==> src/include/prog_mem_map.vh <==
// constants for the program memory map and security block
`ifndef PROG_MEM_MAP_VH
`define PROG_MEM_MAP_VH
`define SEC_NONE        2'h0
`define SEC_ROM         2'h1
`define SEC_ROMRAM      2'h2
`define HPW_NONE        2'h0
`define HPW_DENY        2'h1
`define HPW_WIN_A       2'h2
`define HPW_WIN_B       2'h3
`define HPW_A_LO        16'h1000
`define HPW_A_HI        16'h17FF
`define HPW_B_LO        16'h4000
`define HPW_B_HI        16'h5FFF
`define SECURE_FILL     16'hFFFF
`define VEC_RESET_PAGE  9'h1FF
`define VEC_SLOT_BITS   2
`define VEC_NUM_BITS    5
`define TEST_LO         16'hFF00
`define TEST_HI         16'hFF7F
`define RAM_ALIAS_HI    16'h7FFF
`define ORG_EXT         2'h0
`define ORG_ROM         2'h1
`define ORG_RAM         2'h2
`define OP_NONE         3'h0
`define OP_FB           3'h1
`define OP_FBACC        3'h2
`define OP_FCALA        3'h3
`define OP_FCALL        3'h4
`define OP_FRET         3'h5
`define OP_FRETE        3'h6
`define MODE_RAM_OVERLAY_ENABLE_BIT   5
`define MODE_MP_BIT     6
`define MODE_ROM_IN_DATA_SPACE_BIT   3
`define MODE_VECTOR_PAGE_POINTER_LSB   7
`define MODE_RST        16'hFF80
`endif

==> src/logic/prog_mem_map.v <==
// program memory map, security checker, vector pointer and far-transfer paging
//
// The placing of the registers and the address-and-strobe port are this design's own decisions.
`timescale 1ns/10ps
`include "prog_mem_map.vh"
module prog_mem_map #(
	parameter PAGE_BITS = 7,
	parameter ROM_LO    = 16'hC000,
	parameter SINGLE_ACCESS_RAM_LO  = 16'h0080,
	parameter SINGLE_ACCESS_RAM_HI  = 16'h7FFF,
	parameter DUAL_ACCESS_RAM_LO  = 16'h0080,
	parameter DUAL_ACCESS_RAM_HI  = 16'h3FFF,
	parameter SHR_LO    = 16'h8000,
	parameter SHR_HI    = 16'hBFFF
) (
	input  wire                   i_clock,
	input  wire                   i_srst,
	input  wire [1:0]             i_security_option,
	input  wire [1:0]             i_host_window_sel,
	input  wire                   i_micro_mode_select,
	input  wire                   i_mode_wr,
	input  wire [15:0]            i_mode_wdata,
	input  wire                   i_mode_rd,
	input  wire                   i_page_wr,
	input  wire [PAGE_BITS-1:0]   i_page_wdata,
	input  wire                   i_page_rd,
	input  wire                   i_fetch_req,
	input  wire [15:0]            i_fetch_addr,
	input  wire                   i_vector_take,
	input  wire [`VEC_NUM_BITS-1:0] i_vector_num,
	input  wire                   i_hw_reset_vector,
	input  wire [2:0]             i_far_op,
	input  wire                   i_far_delayed,
	input  wire [PAGE_BITS+15:0]  i_far_target,
	input  wire [PAGE_BITS+15:0]  i_acc_a,
	input  wire [PAGE_BITS+15:0]  i_return_addr,
	input  wire                   i_prog_data_rd,
	input  wire                   i_prog_data_wr,
	input  wire                   i_data_rd,
	input  wire [15:0]            i_data_addr,
	input  wire [15:0]            i_mem_rdata,
	input  wire                   i_host_rd,
	input  wire                   i_host_wr,
	input  wire [15:0]            i_host_addr,
	input  wire [15:0]            i_host_mem_rdata,
	input  wire                   i_core1_req,
	input  wire [15:0]            i_core1_addr,
	input  wire                   i_core2_req,
	input  wire [15:0]            i_core2_addr,
	input  wire                   i_emu_req,
	output reg  [15:0]            o_mode_rdata,
	output reg  [PAGE_BITS-1:0]   o_page_rdata,
	output reg  [PAGE_BITS+15:0]  o_prog_addr,
	output reg                    o_prog_onchip,
	output reg                    o_prog_external,
	output reg                    o_prog_is_rom,
	output reg                    o_prog_is_ram,
	output reg                    o_pc_load,
	output reg  [PAGE_BITS+15:0]  o_pc_value,
	output reg                    o_pc_load_delayed,
	output reg                    o_int_enable_set,
	output reg  [15:0]            o_data_rdata,
	output reg  [1:0]             o_data_origin,
	output reg                    o_data_blocked,
	output reg                    o_host_rd_ok,
	output reg  [15:0]            o_host_rdata,
	output wire                   o_host_wr_ok,
	output reg                    o_core1_grant,
	output reg                    o_core2_grant,
	output wire                   o_emu_enable,
	output wire                   o_bscan_enable,
	output wire                   o_ram_overlay_enable,
	output wire                   o_rom_in_data_space,
	output wire                   o_micro_mode_eff,
	output wire                   o_test_rom_hit
);
	reg  [15:0]          processor_mode_register_r;
	reg  [PAGE_BITS-1:0] pc_page_extension_r;
	reg  [1:0]           fetch_origin_r;
	reg  [1:0]           sec_opt_r;
	reg  [1:0]           hpw_r;
	reg                  sec_loaded_r;
	reg  [1:0]           fetch_origin_nxt;
	reg  [PAGE_BITS+15:0] fa_nxt;
	reg  [1:0]           rd_class_nxt;
	reg  [8:0]           vector_page_pointer;
	wire                 secure;
	wire                 ram_overlay_enable;

	// region decode used by the fetch and table-access paths
	function [1:0] region;
		input [15:0] a;
		input        rom_on;
		input        ram_on;
		begin
			if (rom_on && a >= ROM_LO)
				region = `ORG_ROM;
			else if (ram_on && a >= SINGLE_ACCESS_RAM_LO && a <= SINGLE_ACCESS_RAM_HI)
				region = `ORG_RAM;
			else
				region = `ORG_EXT;
		end
	endfunction

	// inclusive range test used by the host window checks
	function in_span;
		input [15:0] a;
		input [15:0] lo;
		input [15:0] hi;
		begin
			in_span = (a >= lo) && (a <= hi);
		end
	endfunction

	// one data read judged by where the issuing fetch came from
	function read_refused;
		input [1:0] sec;
		input [1:0] cls;
		input [1:0] org;
		begin
			case (sec)
				`SEC_ROM: begin
					read_refused = (cls == `ORG_ROM) && (org != `ORG_ROM);
				end
				`SEC_ROMRAM: begin
					read_refused = (cls != `ORG_EXT) && (org == `ORG_EXT);
				end
				default: begin
					read_refused = 1'b0;
				end
			endcase
		end
	endfunction

	// only reads are judged; writes never pass through here
	function host_read_allowed;
		input        sec_on;
		input [1:0]  win;
		input [15:0] a;
		begin
			case (win)
				`HPW_DENY: begin
					host_read_allowed = !sec_on;
				end
				`HPW_WIN_A: begin
					host_read_allowed = !sec_on || in_span(a, `HPW_A_LO, `HPW_A_HI);
				end
				`HPW_WIN_B: begin
					host_read_allowed = !sec_on || in_span(a, `HPW_B_LO, `HPW_B_HI);
				end
				default: begin
					host_read_allowed = 1'b1;
				end
			endcase
		end
	endfunction

	// latched once after reset release and never writable, so software cannot change it
	always @(posedge i_clock) begin
		if (i_srst) begin
			sec_loaded_r <= 1'b0;
			sec_opt_r    <= `SEC_NONE;
			hpw_r        <= `HPW_NONE;
		end else if (!sec_loaded_r) begin
			sec_loaded_r <= 1'b1;
			sec_opt_r    <= i_security_option;
			hpw_r        <= i_host_window_sel;
		end
	end

	assign secure         = sec_opt_r != `SEC_NONE;
	assign o_emu_enable   = i_emu_req & ~secure;
	assign o_bscan_enable = 1'b1;
	assign ram_overlay_enable           = processor_mode_register_r[`MODE_RAM_OVERLAY_ENABLE_BIT];
	assign o_ram_overlay_enable = ram_overlay_enable;
	assign o_rom_in_data_space  = processor_mode_register_r[`MODE_ROM_IN_DATA_SPACE_BIT];
	// rom/ram security overrides the pin so rom can never be unmapped
	assign o_micro_mode_eff = (sec_opt_r == `SEC_ROMRAM) ? 1'b0 : i_micro_mode_select;
	assign o_test_rom_hit = i_fetch_req && i_fetch_addr >= `TEST_LO && i_fetch_addr <= `TEST_HI;
	assign o_host_wr_ok   = i_host_wr;

	always @* begin
		vector_page_pointer = processor_mode_register_r[15:`MODE_VECTOR_PAGE_POINTER_LSB];
	end

	// mode register: reset loads vector pointer all ones, overlay clear
	always @(posedge i_clock) begin
		if (i_srst) begin
			processor_mode_register_r <= `MODE_RST;
		end else if (i_mode_wr) begin
			processor_mode_register_r <= i_mode_wdata;
		end
	end

	// far transfers and vectors
	always @* begin
		fa_nxt = i_far_target;
		case (i_far_op)
			`OP_FB:    fa_nxt = i_far_target;
			`OP_FBACC: fa_nxt = i_acc_a;
			`OP_FCALA: fa_nxt = i_acc_a;
			`OP_FCALL: fa_nxt = i_far_target;
			`OP_FRET:  fa_nxt = i_return_addr;
			`OP_FRETE: fa_nxt = i_return_addr;
			default:   fa_nxt = i_far_target;
		endcase
	end

	always @(posedge i_clock) begin
		if (i_srst) begin
			pc_page_extension_r <= {PAGE_BITS{1'b0}};
			o_pc_load           <= 1'b0;
			o_pc_value          <= {(PAGE_BITS+16){1'b0}};
			o_pc_load_delayed   <= 1'b0;
			o_int_enable_set    <= 1'b0;
		end else begin
			o_pc_load         <= 1'b0;
			o_pc_load_delayed <= 1'b0;
			o_int_enable_set  <= 1'b0;
			if (i_vector_take) begin
				o_pc_load  <= 1'b1;
				// hardware reset always uses the fixed page, whatever the pointer holds
				o_pc_value <= {{PAGE_BITS{1'b0}},
					(i_hw_reset_vector ? `VEC_RESET_PAGE : vector_page_pointer),
					(i_hw_reset_vector ? {`VEC_NUM_BITS{1'b0}} : i_vector_num),
					{`VEC_SLOT_BITS{1'b0}}};
				pc_page_extension_r <= {PAGE_BITS{1'b0}};
			end else if (i_far_op != `OP_NONE) begin
				// page and pc move together in both plain and delayed forms
				o_pc_load           <= 1'b1;
				o_pc_load_delayed   <= i_far_delayed;
				o_pc_value          <= fa_nxt;
				pc_page_extension_r <= fa_nxt[PAGE_BITS+15:16];
				o_int_enable_set    <= i_far_op == `OP_FRETE;
			end else if (i_page_wr) begin
				pc_page_extension_r <= i_page_wdata;
			end
		end
	end

	// program address generation
	always @* begin
		fetch_origin_nxt = region(i_fetch_addr, ~o_micro_mode_eff, ram_overlay_enable);
	end

	always @(posedge i_clock) begin
		if (i_srst) begin
			o_prog_addr     <= {(PAGE_BITS+16){1'b0}};
			o_prog_onchip   <= 1'b0;
			o_prog_external <= 1'b0;
			o_prog_is_rom   <= 1'b0;
			o_prog_is_ram   <= 1'b0;
			fetch_origin_r  <= `ORG_EXT;
		end else begin
			o_prog_onchip   <= 1'b0;
			o_prog_external <= 1'b0;
			o_prog_is_rom   <= 1'b0;
			o_prog_is_ram   <= 1'b0;
			if (i_prog_data_rd || i_prog_data_wr) begin
				// table accesses address through accumulator A
				o_prog_addr <= (ram_overlay_enable && i_acc_a[15:0] <= `RAM_ALIAS_HI) ?
					{{PAGE_BITS{1'b0}}, i_acc_a[15:0]} : i_acc_a;
				o_prog_is_ram   <= ram_overlay_enable && i_acc_a[15:0] <= `RAM_ALIAS_HI &&
					i_acc_a[15:0] >= SINGLE_ACCESS_RAM_LO;
				o_prog_is_rom   <= i_acc_a[PAGE_BITS+15:16] == {PAGE_BITS{1'b0}} &&
					~o_micro_mode_eff && i_acc_a[15:0] >= ROM_LO;
				o_prog_onchip   <= region(i_acc_a[15:0], ~o_micro_mode_eff, ram_overlay_enable) != `ORG_EXT;
				o_prog_external <= region(i_acc_a[15:0], ~o_micro_mode_eff, ram_overlay_enable) == `ORG_EXT;
			end else if (i_fetch_req) begin
				fetch_origin_r <= fetch_origin_nxt;
				// lower half of each page folds to page 0 only with overlay set
				o_prog_addr <= (ram_overlay_enable && i_fetch_addr <= `RAM_ALIAS_HI) ?
					{{PAGE_BITS{1'b0}}, i_fetch_addr} :
					{pc_page_extension_r, i_fetch_addr};
				o_prog_onchip   <= fetch_origin_nxt != `ORG_EXT;
				o_prog_external <= fetch_origin_nxt == `ORG_EXT;
				o_prog_is_rom   <= fetch_origin_nxt == `ORG_ROM;
				o_prog_is_ram   <= fetch_origin_nxt == `ORG_RAM;
			end
		end
	end

	// data read security by fetch-origin tag
	always @* begin
		rd_class_nxt = `ORG_EXT;
		if (o_rom_in_data_space && i_data_addr >= ROM_LO)
			rd_class_nxt = `ORG_ROM;
		else if (i_data_addr >= DUAL_ACCESS_RAM_LO && i_data_addr <= SINGLE_ACCESS_RAM_HI)
			rd_class_nxt = `ORG_RAM;
	end

	always @(posedge i_clock) begin
		if (i_srst) begin
			o_data_rdata   <= 16'h0000;
			o_data_origin  <= `ORG_EXT;
			o_data_blocked <= 1'b0;
		end else if (i_data_rd) begin
			o_data_origin <= fetch_origin_r;
			if (read_refused(sec_opt_r, rd_class_nxt, fetch_origin_r)) begin
				o_data_rdata   <= `SECURE_FILL;
				o_data_blocked <= 1'b1;
			end else begin
				o_data_rdata   <= i_mem_rdata;
				o_data_blocked <= 1'b0;
			end
		end else begin
			o_data_blocked <= 1'b0;
		end
	end

	// host-port read window
	always @(posedge i_clock) begin
		if (i_srst) begin
			o_host_rd_ok <= 1'b0;
			o_host_rdata <= 16'h0000;
		end else if (i_host_rd) begin
			if (host_read_allowed(secure, hpw_r, i_host_addr)) begin
				o_host_rd_ok <= 1'b1;
				o_host_rdata <= i_host_mem_rdata;
			end else begin
				o_host_rd_ok <= 1'b0;
				o_host_rdata <= `SECURE_FILL;
			end
		end else begin
			o_host_rd_ok <= 1'b0;
		end
	end

	// shared ram: two independent ports, no arbitration needed
	always @(posedge i_clock) begin
		if (i_srst) begin
			o_core1_grant <= 1'b0;
			o_core2_grant <= 1'b0;
		end else begin
			o_core1_grant <= i_core1_req && i_core1_addr >= SHR_LO && i_core1_addr <= SHR_HI;
			o_core2_grant <= i_core2_req && i_core2_addr >= SHR_LO && i_core2_addr <= SHR_HI;
		end
	end

	// register read port, data one cycle after the strobe
	always @(posedge i_clock) begin
		if (i_srst) begin
			o_mode_rdata <= 16'h0000;
			o_page_rdata <= {PAGE_BITS{1'b0}};
		end else begin
			o_mode_rdata <= i_mode_rd ? processor_mode_register_r : 16'h0000;
			o_page_rdata <= i_page_rd ? pc_page_extension_r : {PAGE_BITS{1'b0}};
		end
	end
endmodule

==> config.mk <==
export PLATFORM = sky130hd
export DESIGN_NAME = prog_mem_map
export DESIGN_NICKNAME = d
export VERILOG_FILES = /design/src/logic/prog_mem_map.v
export VERILOG_INCLUDE_DIRS = /design/src /design/src/include
export SDC_FILE = /design/constraint.sdc
export NUM_CORES = 1
export LEC_CHECK = 0
export BUFFER_PORTS_ARGS = -buffer_cell sky130_fd_sc_hd__buf_4
export CORE_AREA = 5 5 135 137
export CTS_BUF_LIST = sky130_fd_sc_hd__clkbuf_4 sky130_fd_sc_hd__clkbuf_8 sky130_fd_sc_hd__clkbuf_16
export DETAILED_ROUTE_END_ITERATION = 10
export DIE_AREA = 0 0 140 142
export PLACE_DENSITY = 0.76
export SLEW_MARGIN = 20
export SYNTH_ARGS = -nofsm -noshare
export SYNTH_HDL_FRONTEND = slang
export SYNTH_SLANG_ARGS = --single-unit
==> constraint.sdc <==
create_clock -name i_clock -period 2.58 [get_ports i_clock]
set_clock_uncertainty 0.1 [all_clocks]
set_input_delay 0.258 -clock i_clock [delete_from_list [all_inputs] [get_ports i_clock]]
set_output_delay 0.258 -clock i_clock [all_outputs]
set_load 0.05 [all_outputs]
==> summary.md, run 1 <==
| Metric | Value |
|---|---|
| Result of the run | `finished clean` |
| Internal power component | `4.63 mW` |
| Most common flop cell mapped by yosys | `dfxtp_1` |
| H-tree levels | `4` |
| Min-Delay Endpoint | `o_host_rdata[7]` |
| R2r startpoint | `hpw_r[0]` |
| Post-Syn Nets | `~910` |
| Asr flop ratio synth | `0%` |
| Count of boundary I/O pins | `between 300 and 400` |
| Routed wire length | `about 23000 um` |
| Share of power burned in the clock network | `40.8%` |
| Max-cap viol count | `0` |
| FP Rows | `48` |
| Endpoint required time on the critical path | `~2.8 ns` |
| Critical path type | `reg -> reg` |
| Endpoint of the worst-slack reg-to-reg timing path | `o_host_rdata[8]` |
| Min Clock Period, post-route | `1.89 ns` |
| Standby leakage power | `~4.5 nW` |
| Antenna violations before repair | `0` |
| Share of power burned in combinational logic | `roughly 22%` |
| Non-filler instance count after layout | `between 1000 and 1500` |
| Worst ir drop on vdd | `roughly 0.47 mV` |
| Final Cycle Share | `73.4%` |
| Routability cong. | `~0.84` |
| Number of distinct library cells after synthesis | `between 50 and 60` |
| Layout cell share with drive strength beyond 1 | `between 30% and 40%` |
| Worst reg-to-reg path cell count | `4` |
| First-pass GRT wire length | `35300 um` |
| Clock Root Buffer | `clkbuf_16` |
| Chip height | `142 um` |
| Iter 0 DRT Violations | `roughly 320` |
| Number of flip-flops and latches in the synthesized netlist | `144` |
| Element type at the critical path end | `register` |
| Path category of the worst min-delay check | `in -> reg` |
| Overall Global Routing Usage | `22.3%` |
| Pwr per Cell Area | `~670 nW/um^2` |
| Fraction of synthesized cell area taken by the top area cell type | `between 40% and 50%` |
| Layout overhead on the synthesized area | `55.3%` |
| EDFF count, synth | `0` |
| Remaining antenna violation count | `0` |
| Final-layout setup total negative slack | `0 ns` |
| Count of final max-slew check failures | `0` |
| Proportion of power drawn by flip-flops and latches | `37.6%` |
| Number of optimization iterations in the first detailed-route pass | `8` |
| Ant. Diodes | `0` |
| Element type at the critical path start | `register` |
| Initial Util | `around 37%` |
| Total DRC errors in the routed layout | `0` |
| Worst Min Path Start | `i_host_mem_rdata[7]` |
| HPWL reported at the end of detailed placement | `between 15000 and 20000 um` |
| Horiz. Die Dim | `about 140 um` |
| Proportion of synthesized chip area in sequential cells | `between 40% and 50%` |
| CTS tree | `done` |
| Rel. slew slack | `approximately 50%` |
| Via Count | `6309` |
| Power spent charging and discharging nets | `1.87 mW` |
| Post-synth design cell area | `6260 um^2` |
| Count of cells resized by post-cts repair | `0` |
| Instance count along the most critical hold path | `3` |
| Area of the die | `19900 um^2` |
| Tightest Pin Transition | `about 0.75 ns` |
| Most common cell after layout, fill and taps aside | `buf_4` |
| Number of buffers added by the clock tree synthesis step | `17` |
| Data arrival time of the worst path | `~2.1 ns` |
| Cell accounting for the most synthesized area | `dfxtp_1` |
| Final global-route overflow total | `0` |
| Layout net count | `between 1000 and 1500` |
| Commonest cells after routing, fill and taps aside | `buf_4 (315), dfxtp_1 (144), nor2_1 (74), mux2i_1 (70), nand2_1 (49)` |
| Max Freq | `around 530 MHz` |
| Total of warnings raised by yosys | `0` |
| Main area contributors after synthesis | `dfxtp_1 (46%), mux2i_1 (11%), nor2_1 (4.5%)` |
| Cell count after placement | `around 1200` |
| Number of buffers added on ports | `roughly 310` |
| Sinks on the clock net | `around 140` |
| Filler cell count in the final layout | `between 1500 and 2000` |
| Maximum number of pins on one net before global-route repair | `between 50 and 60` |
| RSZ-0062 raised after global routing | `false` |
| Fraction of power spent switching nets | `between 20 and 30%` |
| Vias/cell | `5.11` |
| Count of endpoints failing setup in the final report | `0` |
| Crit Path Max Fanout | `17` |
| Vias in the first global route | `6455` |
| Clk pin slew, worst setup/hold paths | `about 0.06 ns` |
| Post-synthesis area per instance | `9.30 um^2` |
| Maximum buffer depth of the clock tree | `2` |
| Drt wl/cell | `approximately 18 um` |
| Number of hold-slack violations in the final timing report | `0` |
| Placeable core region | `16900 um^2` |
| FF-to-FF setup slack | `about 0.69 ns` |
| Clock latency on the worst-skew pair | `~0.42 ns` |
| Number of cells produced by synthesis | `673` |
-- critical path, cell delays in order, from the launching register on --
cell      delay [ns]
dfxtp_1         0.34
nor4b_1         0.31
a31oi_1         0.13
o31ai_4         0.64
a311oi_1        0.22
-- worst max path at each step --
stage                       from  slack, ns                to
floorplan            i_fetch_req       0.25    o_test_rom_hit
global placement     i_far_op[1]       0.60    o_pc_value[12]
detailed placement   i_far_op[1]       0.61     o_pc_value[8]
CTS                 sec_opt_r[0]       0.68  o_micro_mode_eff
global route            hpw_r[0]       0.56   o_host_rdata[8]
finish                  hpw_r[0]       0.69   o_host_rdata[8]
-- per-stage QoR --
step                hold WS, ns  utilization, %  area (um^2)  power [mW]  worst slack, ns
finish                  0.00906            57.4         9720        6.49            0.686
global route             0.0158            57.4         9720        6.73            0.561
CTS                     0.00193            57.4         9720        6.53            0.682
detailed placement        0.328            51.0         8640        3.83            0.608
global placement          0.327            51.0         8640        3.81            0.597
floorplan                 0.234               -         6260        3.29            0.247
-- layer usage --
metal	GRT usage, %	wire (um)	up-vias
met5	0	0	-
met1	27.2	9460	2950
li1	-	-	3043
met4	8.52	639	0
met3	5.95	1670	41
met2	37.7	11100	275
-- area by class of cell --
cell class / count / area, um^2 / share of cell area [%]
multi-input cells: 453 / 3030 / 31.1
flip-flops and latches: 144 / 2880 / 29.6
inverters: 23 / 86.3 / 0.888
repair buffers: 360 / 2820 / 29.0
clock inverters: 9 / 156 / 1.61
well taps: 225 / 282 / 2.90
clock buffers: 21 / 474 / 4.88
-- flip-flops by register name (all words and copies together), names as in the netlist --
register,flops
o_host_rdata,16
o_int_enable_set,1
o_core2_grant,1
o_data_rdata,16
hpw_r,2
o_host_rd_ok,1
o_pc_load_delayed,1
o_prog_is_ram,1
processor_mode_register_r,16
o_pc_value,23
o_mode_rdata,16
o_pc_load,1
sec_loaded_r,1
o_prog_addr,23
o_page_rdata,7
o_core1_grant,1
fetch_origin_r,2
sec_opt_r,2
o_prog_external,1
o_data_origin,2
o_prog_onchip,1
pc_page_extension_r,7
o_prog_is_rom,1
o_data_blocked,1
-- cells by family after synthesis --
| group | after synthesis | share of synthesized area (%) |
|---|---|---|
| xor+xnor | 2 | 0.879 |
| simple gates | 223 | 18.4 |
| flops | 144 | 46.0 |
| buf+inv | 76 | 5.66 |
| other cells | 1 | 0.0599 |
| fa+ha+maj | 3 | 0.600 |
| compound gates | 154 | 17.1 |
| mux | 70 | 11.2 |
-- cell usage after synthesis (2+ instances only) --
| cell | number |
|---|---|
| o21ai_0 | 17 |
| a31o_1 | 9 |
| nor4bb_1 | 2 |
| o32ai_1 | 4 |
| nor3_1 | 5 |
| buf_2 | 13 |
| a211oi_1 | 31 |
| inv_1 | 23 |
| nand2_1 | 49 |
| dfxtp_1 | 144 |
| and3_1 | 6 |
| or3b_1 | 8 |
| nand4_1 | 3 |
| a311oi_1 | 17 |
| a21oi_1 | 42 |
| nor2b_1 | 4 |
| o21ai_1 | 9 |
| a222oi_1 | 7 |
| and2_1 | 24 |
| nand2b_1 | 11 |
| a22oi_1 | 5 |
| a211o_1 | 7 |
| mux2i_1 | 70 |
| nor4_1 | 7 |
| nand3_1 | 2 |
| nor2_1 | 75 |
| buf_6 | 5 |
| buf_1 | 4 |
| o221ai_1 | 2 |
| buf_4 | 4 |
| nor3b_1 | 16 |
| clkbuf_1 | 27 |
| ha_1 | 3 |
-- repair_timing --
action,CTS,global route
endpoints found under the hold margin,43,0
buffers inserted,0,0
hold buffers,45,0
-- power groups by stage --
| stage | registers (mW) | clock network, mW | logic, mW |
|---|---|---|---|
| 4_1_cts | 2.44 | 2.69 | 1.40 |
| 3_5_place_dp | 2.48 | 0 | 1.35 |
| 2_1_floorplan | 2.86 | 0 | 0.435 |
| 5_1_grt | 2.45 | 2.79 | 1.49 |
| 3_3_place_gp | 2.48 | 0 | 1.34 |
| 6_report | 2.44 | 2.65 | 1.41 |
Note: power is estimated with default switching activity, not from simulation.
==> run 2: changes to the inputs <==
- PLACE_DENSITY: 0.76 -> 0.78
- clock period: 2.58 -> 1.7 ns (I/O delays scaled with it)
==> summary.md, run 2 (synthesis gave the netlist of run 1 again) <==
| Metric | Value |
|---|---|
| Standby leakage power | `4.88 nW (was 4.52 nW)` |
| Count of boundary I/O pins | `356 (unchanged)` |
| Final global-route overflow total | `0 (unchanged)` |
| Result of the run | `finished clean (unchanged)` |
| Chip height | `142 um (unchanged)` |
| Horiz. Die Dim | `140 um (unchanged)` |
| Minimum hold slack | `0.0159 ns (was 0.00906 ns)` |
| Max-cap viol count | `0 (unchanged)` |
| CTS tree | `done (unchanged)` |
| Clock Root Buffer | `clkbuf_16 (unchanged)` |
| Total DRC errors in the routed layout | `0 (unchanged)` |
| Tightest Pin Transition | `0.915 ns (was 0.747 ns)` |
| Element type at the critical path start | `register (unchanged)` |
| Remaining antenna violation count | `0 (unchanged)` |
| Cell Area, Placed | `8760 um^2 (was 8640 um^2)` |
| HPWL reported at the end of detailed placement | `17000 um (was 16700 um)` |
| Critical path type | `reg -> out (was reg -> reg)` |
| Clock latency on the worst-skew pair | `0.41 ns (was 0.42 ns)` |
| Largest registers | `o_pc_value (23), o_prog_addr (23) (unchanged)` |
| Layout overhead on the synthesized area | `68.1% (was 55.3%)` |
| RSZ-0062 raised after global routing | `false (unchanged)` |
| Worst ir drop on vdd | `0.633 mV (was 0.471 mV)` |
| Final worst-path setup slack | `0.0654 ns (was 0.686 ns)` |
| Final instance area | `10500 um^2 (was 9720 um^2)` |
| Max Freq | `612 MHz` |
| Maximum number of pins on one net before global-route repair | `34 (was 51)` |
| Vias/cell | `5.10 (was 5.11)` |
| Initial Util | `37.0% (unchanged)` |
| Most common cell after layout, fill and taps aside | `buf_4 (unchanged)` |
| Min Clock Period, post-route | `approximately 1.6 ns` |
| Sinks on the clock net | `144 (unchanged)` |
| FP Rows | `48 (unchanged)` |
| H-tree levels | `4 (unchanged)` |
| Number of hold-slack violations in the final timing report | `0 (unchanged)` |
| Number of buffers added on ports | `306 (unchanged)` |
| Area of the die | `19900 um^2 (unchanged)` |
| Placeable core region | `16900 um^2 (unchanged)` |
| Drt wl/cell | `18.5 um (about the same)` |
| Layout net count | `1316 (was 1237)` |
| Layout cell share with drive strength beyond 1 | `35.0% (was 35.1%)` |
| Count of endpoints failing setup in the final report | `0 (unchanged)` |
| Element type at the critical path end | `primary output (was register)` |
| Commonest cells after routing, fill and taps aside | `buf_4 (328), dfxtp_1 (142), dlygate4sd3_1 (109), nor2_1 (72), mux2i_1 (70) (was buf_4 (315), dfxtp_1 (144), nor2_1 (74), mux2i_1 (70), nand2_1 (49))` |
| Number of buffers added by the clock tree synthesis step | `17 (unchanged)` |
| Final Cycle Share | `between 90 and 100%` |
| Data arrival time of the worst path | `1.36 ns (was 2.07 ns)` |
| Iter 0 DRT Violations | `428 (was 322)` |
| Vias in the first global route | `6996 (was 6455)` |
| Pre-CTS WS | `-0.128 ns (was 0.608 ns)` |
| Number of optimization iterations in the first detailed-route pass | `6 (was 8)` |
| Endpoint required time on the critical path | `1.43 ns (was 2.75 ns)` |
| First-pass GRT wire length | `37600 um (was 35300 um)` |
| Pwr per Cell Area | `936 nW/um^2 (was 668 nW/um^2)` |
| Routability cong. | `0.896 (was 0.837)` |
| Antenna violations before repair | `1 (was 0)` |
| Maximum buffer depth of the clock tree | `2 (unchanged)` |
| Overall Global Routing Usage | `23.6% (was 22.3%)` |
| Filler cell count in the final layout | `1368 (was 1502)` |
| Count of final max-slew check failures | `0 (unchanged)` |
| Routed wire length | `24400 um (was 22800 um)` |
| Clk pin slew, worst setup/hold paths | `0.06 ns (about the same)` |
| Crit Path Max Fanout | `3 (was 17)` |
| Via Count | `6720 (was 6309)` |
| Path category of the worst min-delay check | `in -> reg (unchanged)` |
| Rel. slew slack | `39.0% (was 50.2%)` |
-- run 2: layout make-up --
type / count / area [um^2] / share of cell area [%]
inverters: 23 / 86.3 / 0.820
diodes: 2 / 5.00 / 0.0476
multi-input cells: 453 / 3070 / 29.1
repair buffers: 439 / 3590 / 34.1
clock buffers: 20 / 460 / 4.38
well taps: 225 / 282 / 2.68
clock inverters: 12 / 149 / 1.41
flip-flops and latches: 144 / 2890 / 27.4
-- run 2: critical path, stage by stage (launching register included) --
cell	delay [ns]
dfxtp_2	0.33
inv_1	0.08
ha_2	0.22
and2_1	0.13
buf_4	0.19
-- run 2: through the flow --
stage               power, mW  TNS, ns  utilization [%]  instances
global placement         5.81    -1.32             51.7       1172
global route             10.2        0             62.1       1317
CTS                      9.88        0             62.0       1316
detailed placement       5.84    -1.84             51.7       1172
finish                   9.85        0             62.1       1318
floorplan                5.00        0                -        673
-- run 2: power breakdown --
part	total (mW)	leakage, nW	internal [mW]	switching (mW)
combinational	2.31	3.39	0.992	1.32
sequential	3.71	1.19	3.58	0.121
clock	3.84	0.298	2.30	1.54
total	9.85	4.88	6.87	2.98
-- run 2: repair_timing --
action / in CTS / in global routing
hold endpoints to repair: 101 / 0
buffers inserted: 3 / 0
resized for setup: 2 / 8
endpoints found under the setup margin: 18 / 16
hold buffers: 109 / 0
pin swaps: 1 / 0
-- run 2: path summary, 6_finish.rpt --
path | cells past startpoint | slack (ns) | end | startpoint
worst min-delay path | 2 | 0.02 | processor_mode_register_r[6] | i_srst
worst max register to register | 4 | 0.09 | o_prog_addr[16] | processor_mode_register_r[5]
worst max-delay path | 4 | 0.07 | o_emu_enable | sec_opt_r[0]
worst min register to register | 1 | 0.36 | o_mode_rdata[6] | processor_mode_register_r[6]
-- run 2: layer usage --
metal  track usage (%)  vias up  wire length [um]
met3              5.31       59              1670
met2              41.6      308             12400
li1                  -     3211                 -
met4              10.2        0               788
met1              27.7     3142              9540
met5                 0        -                 0
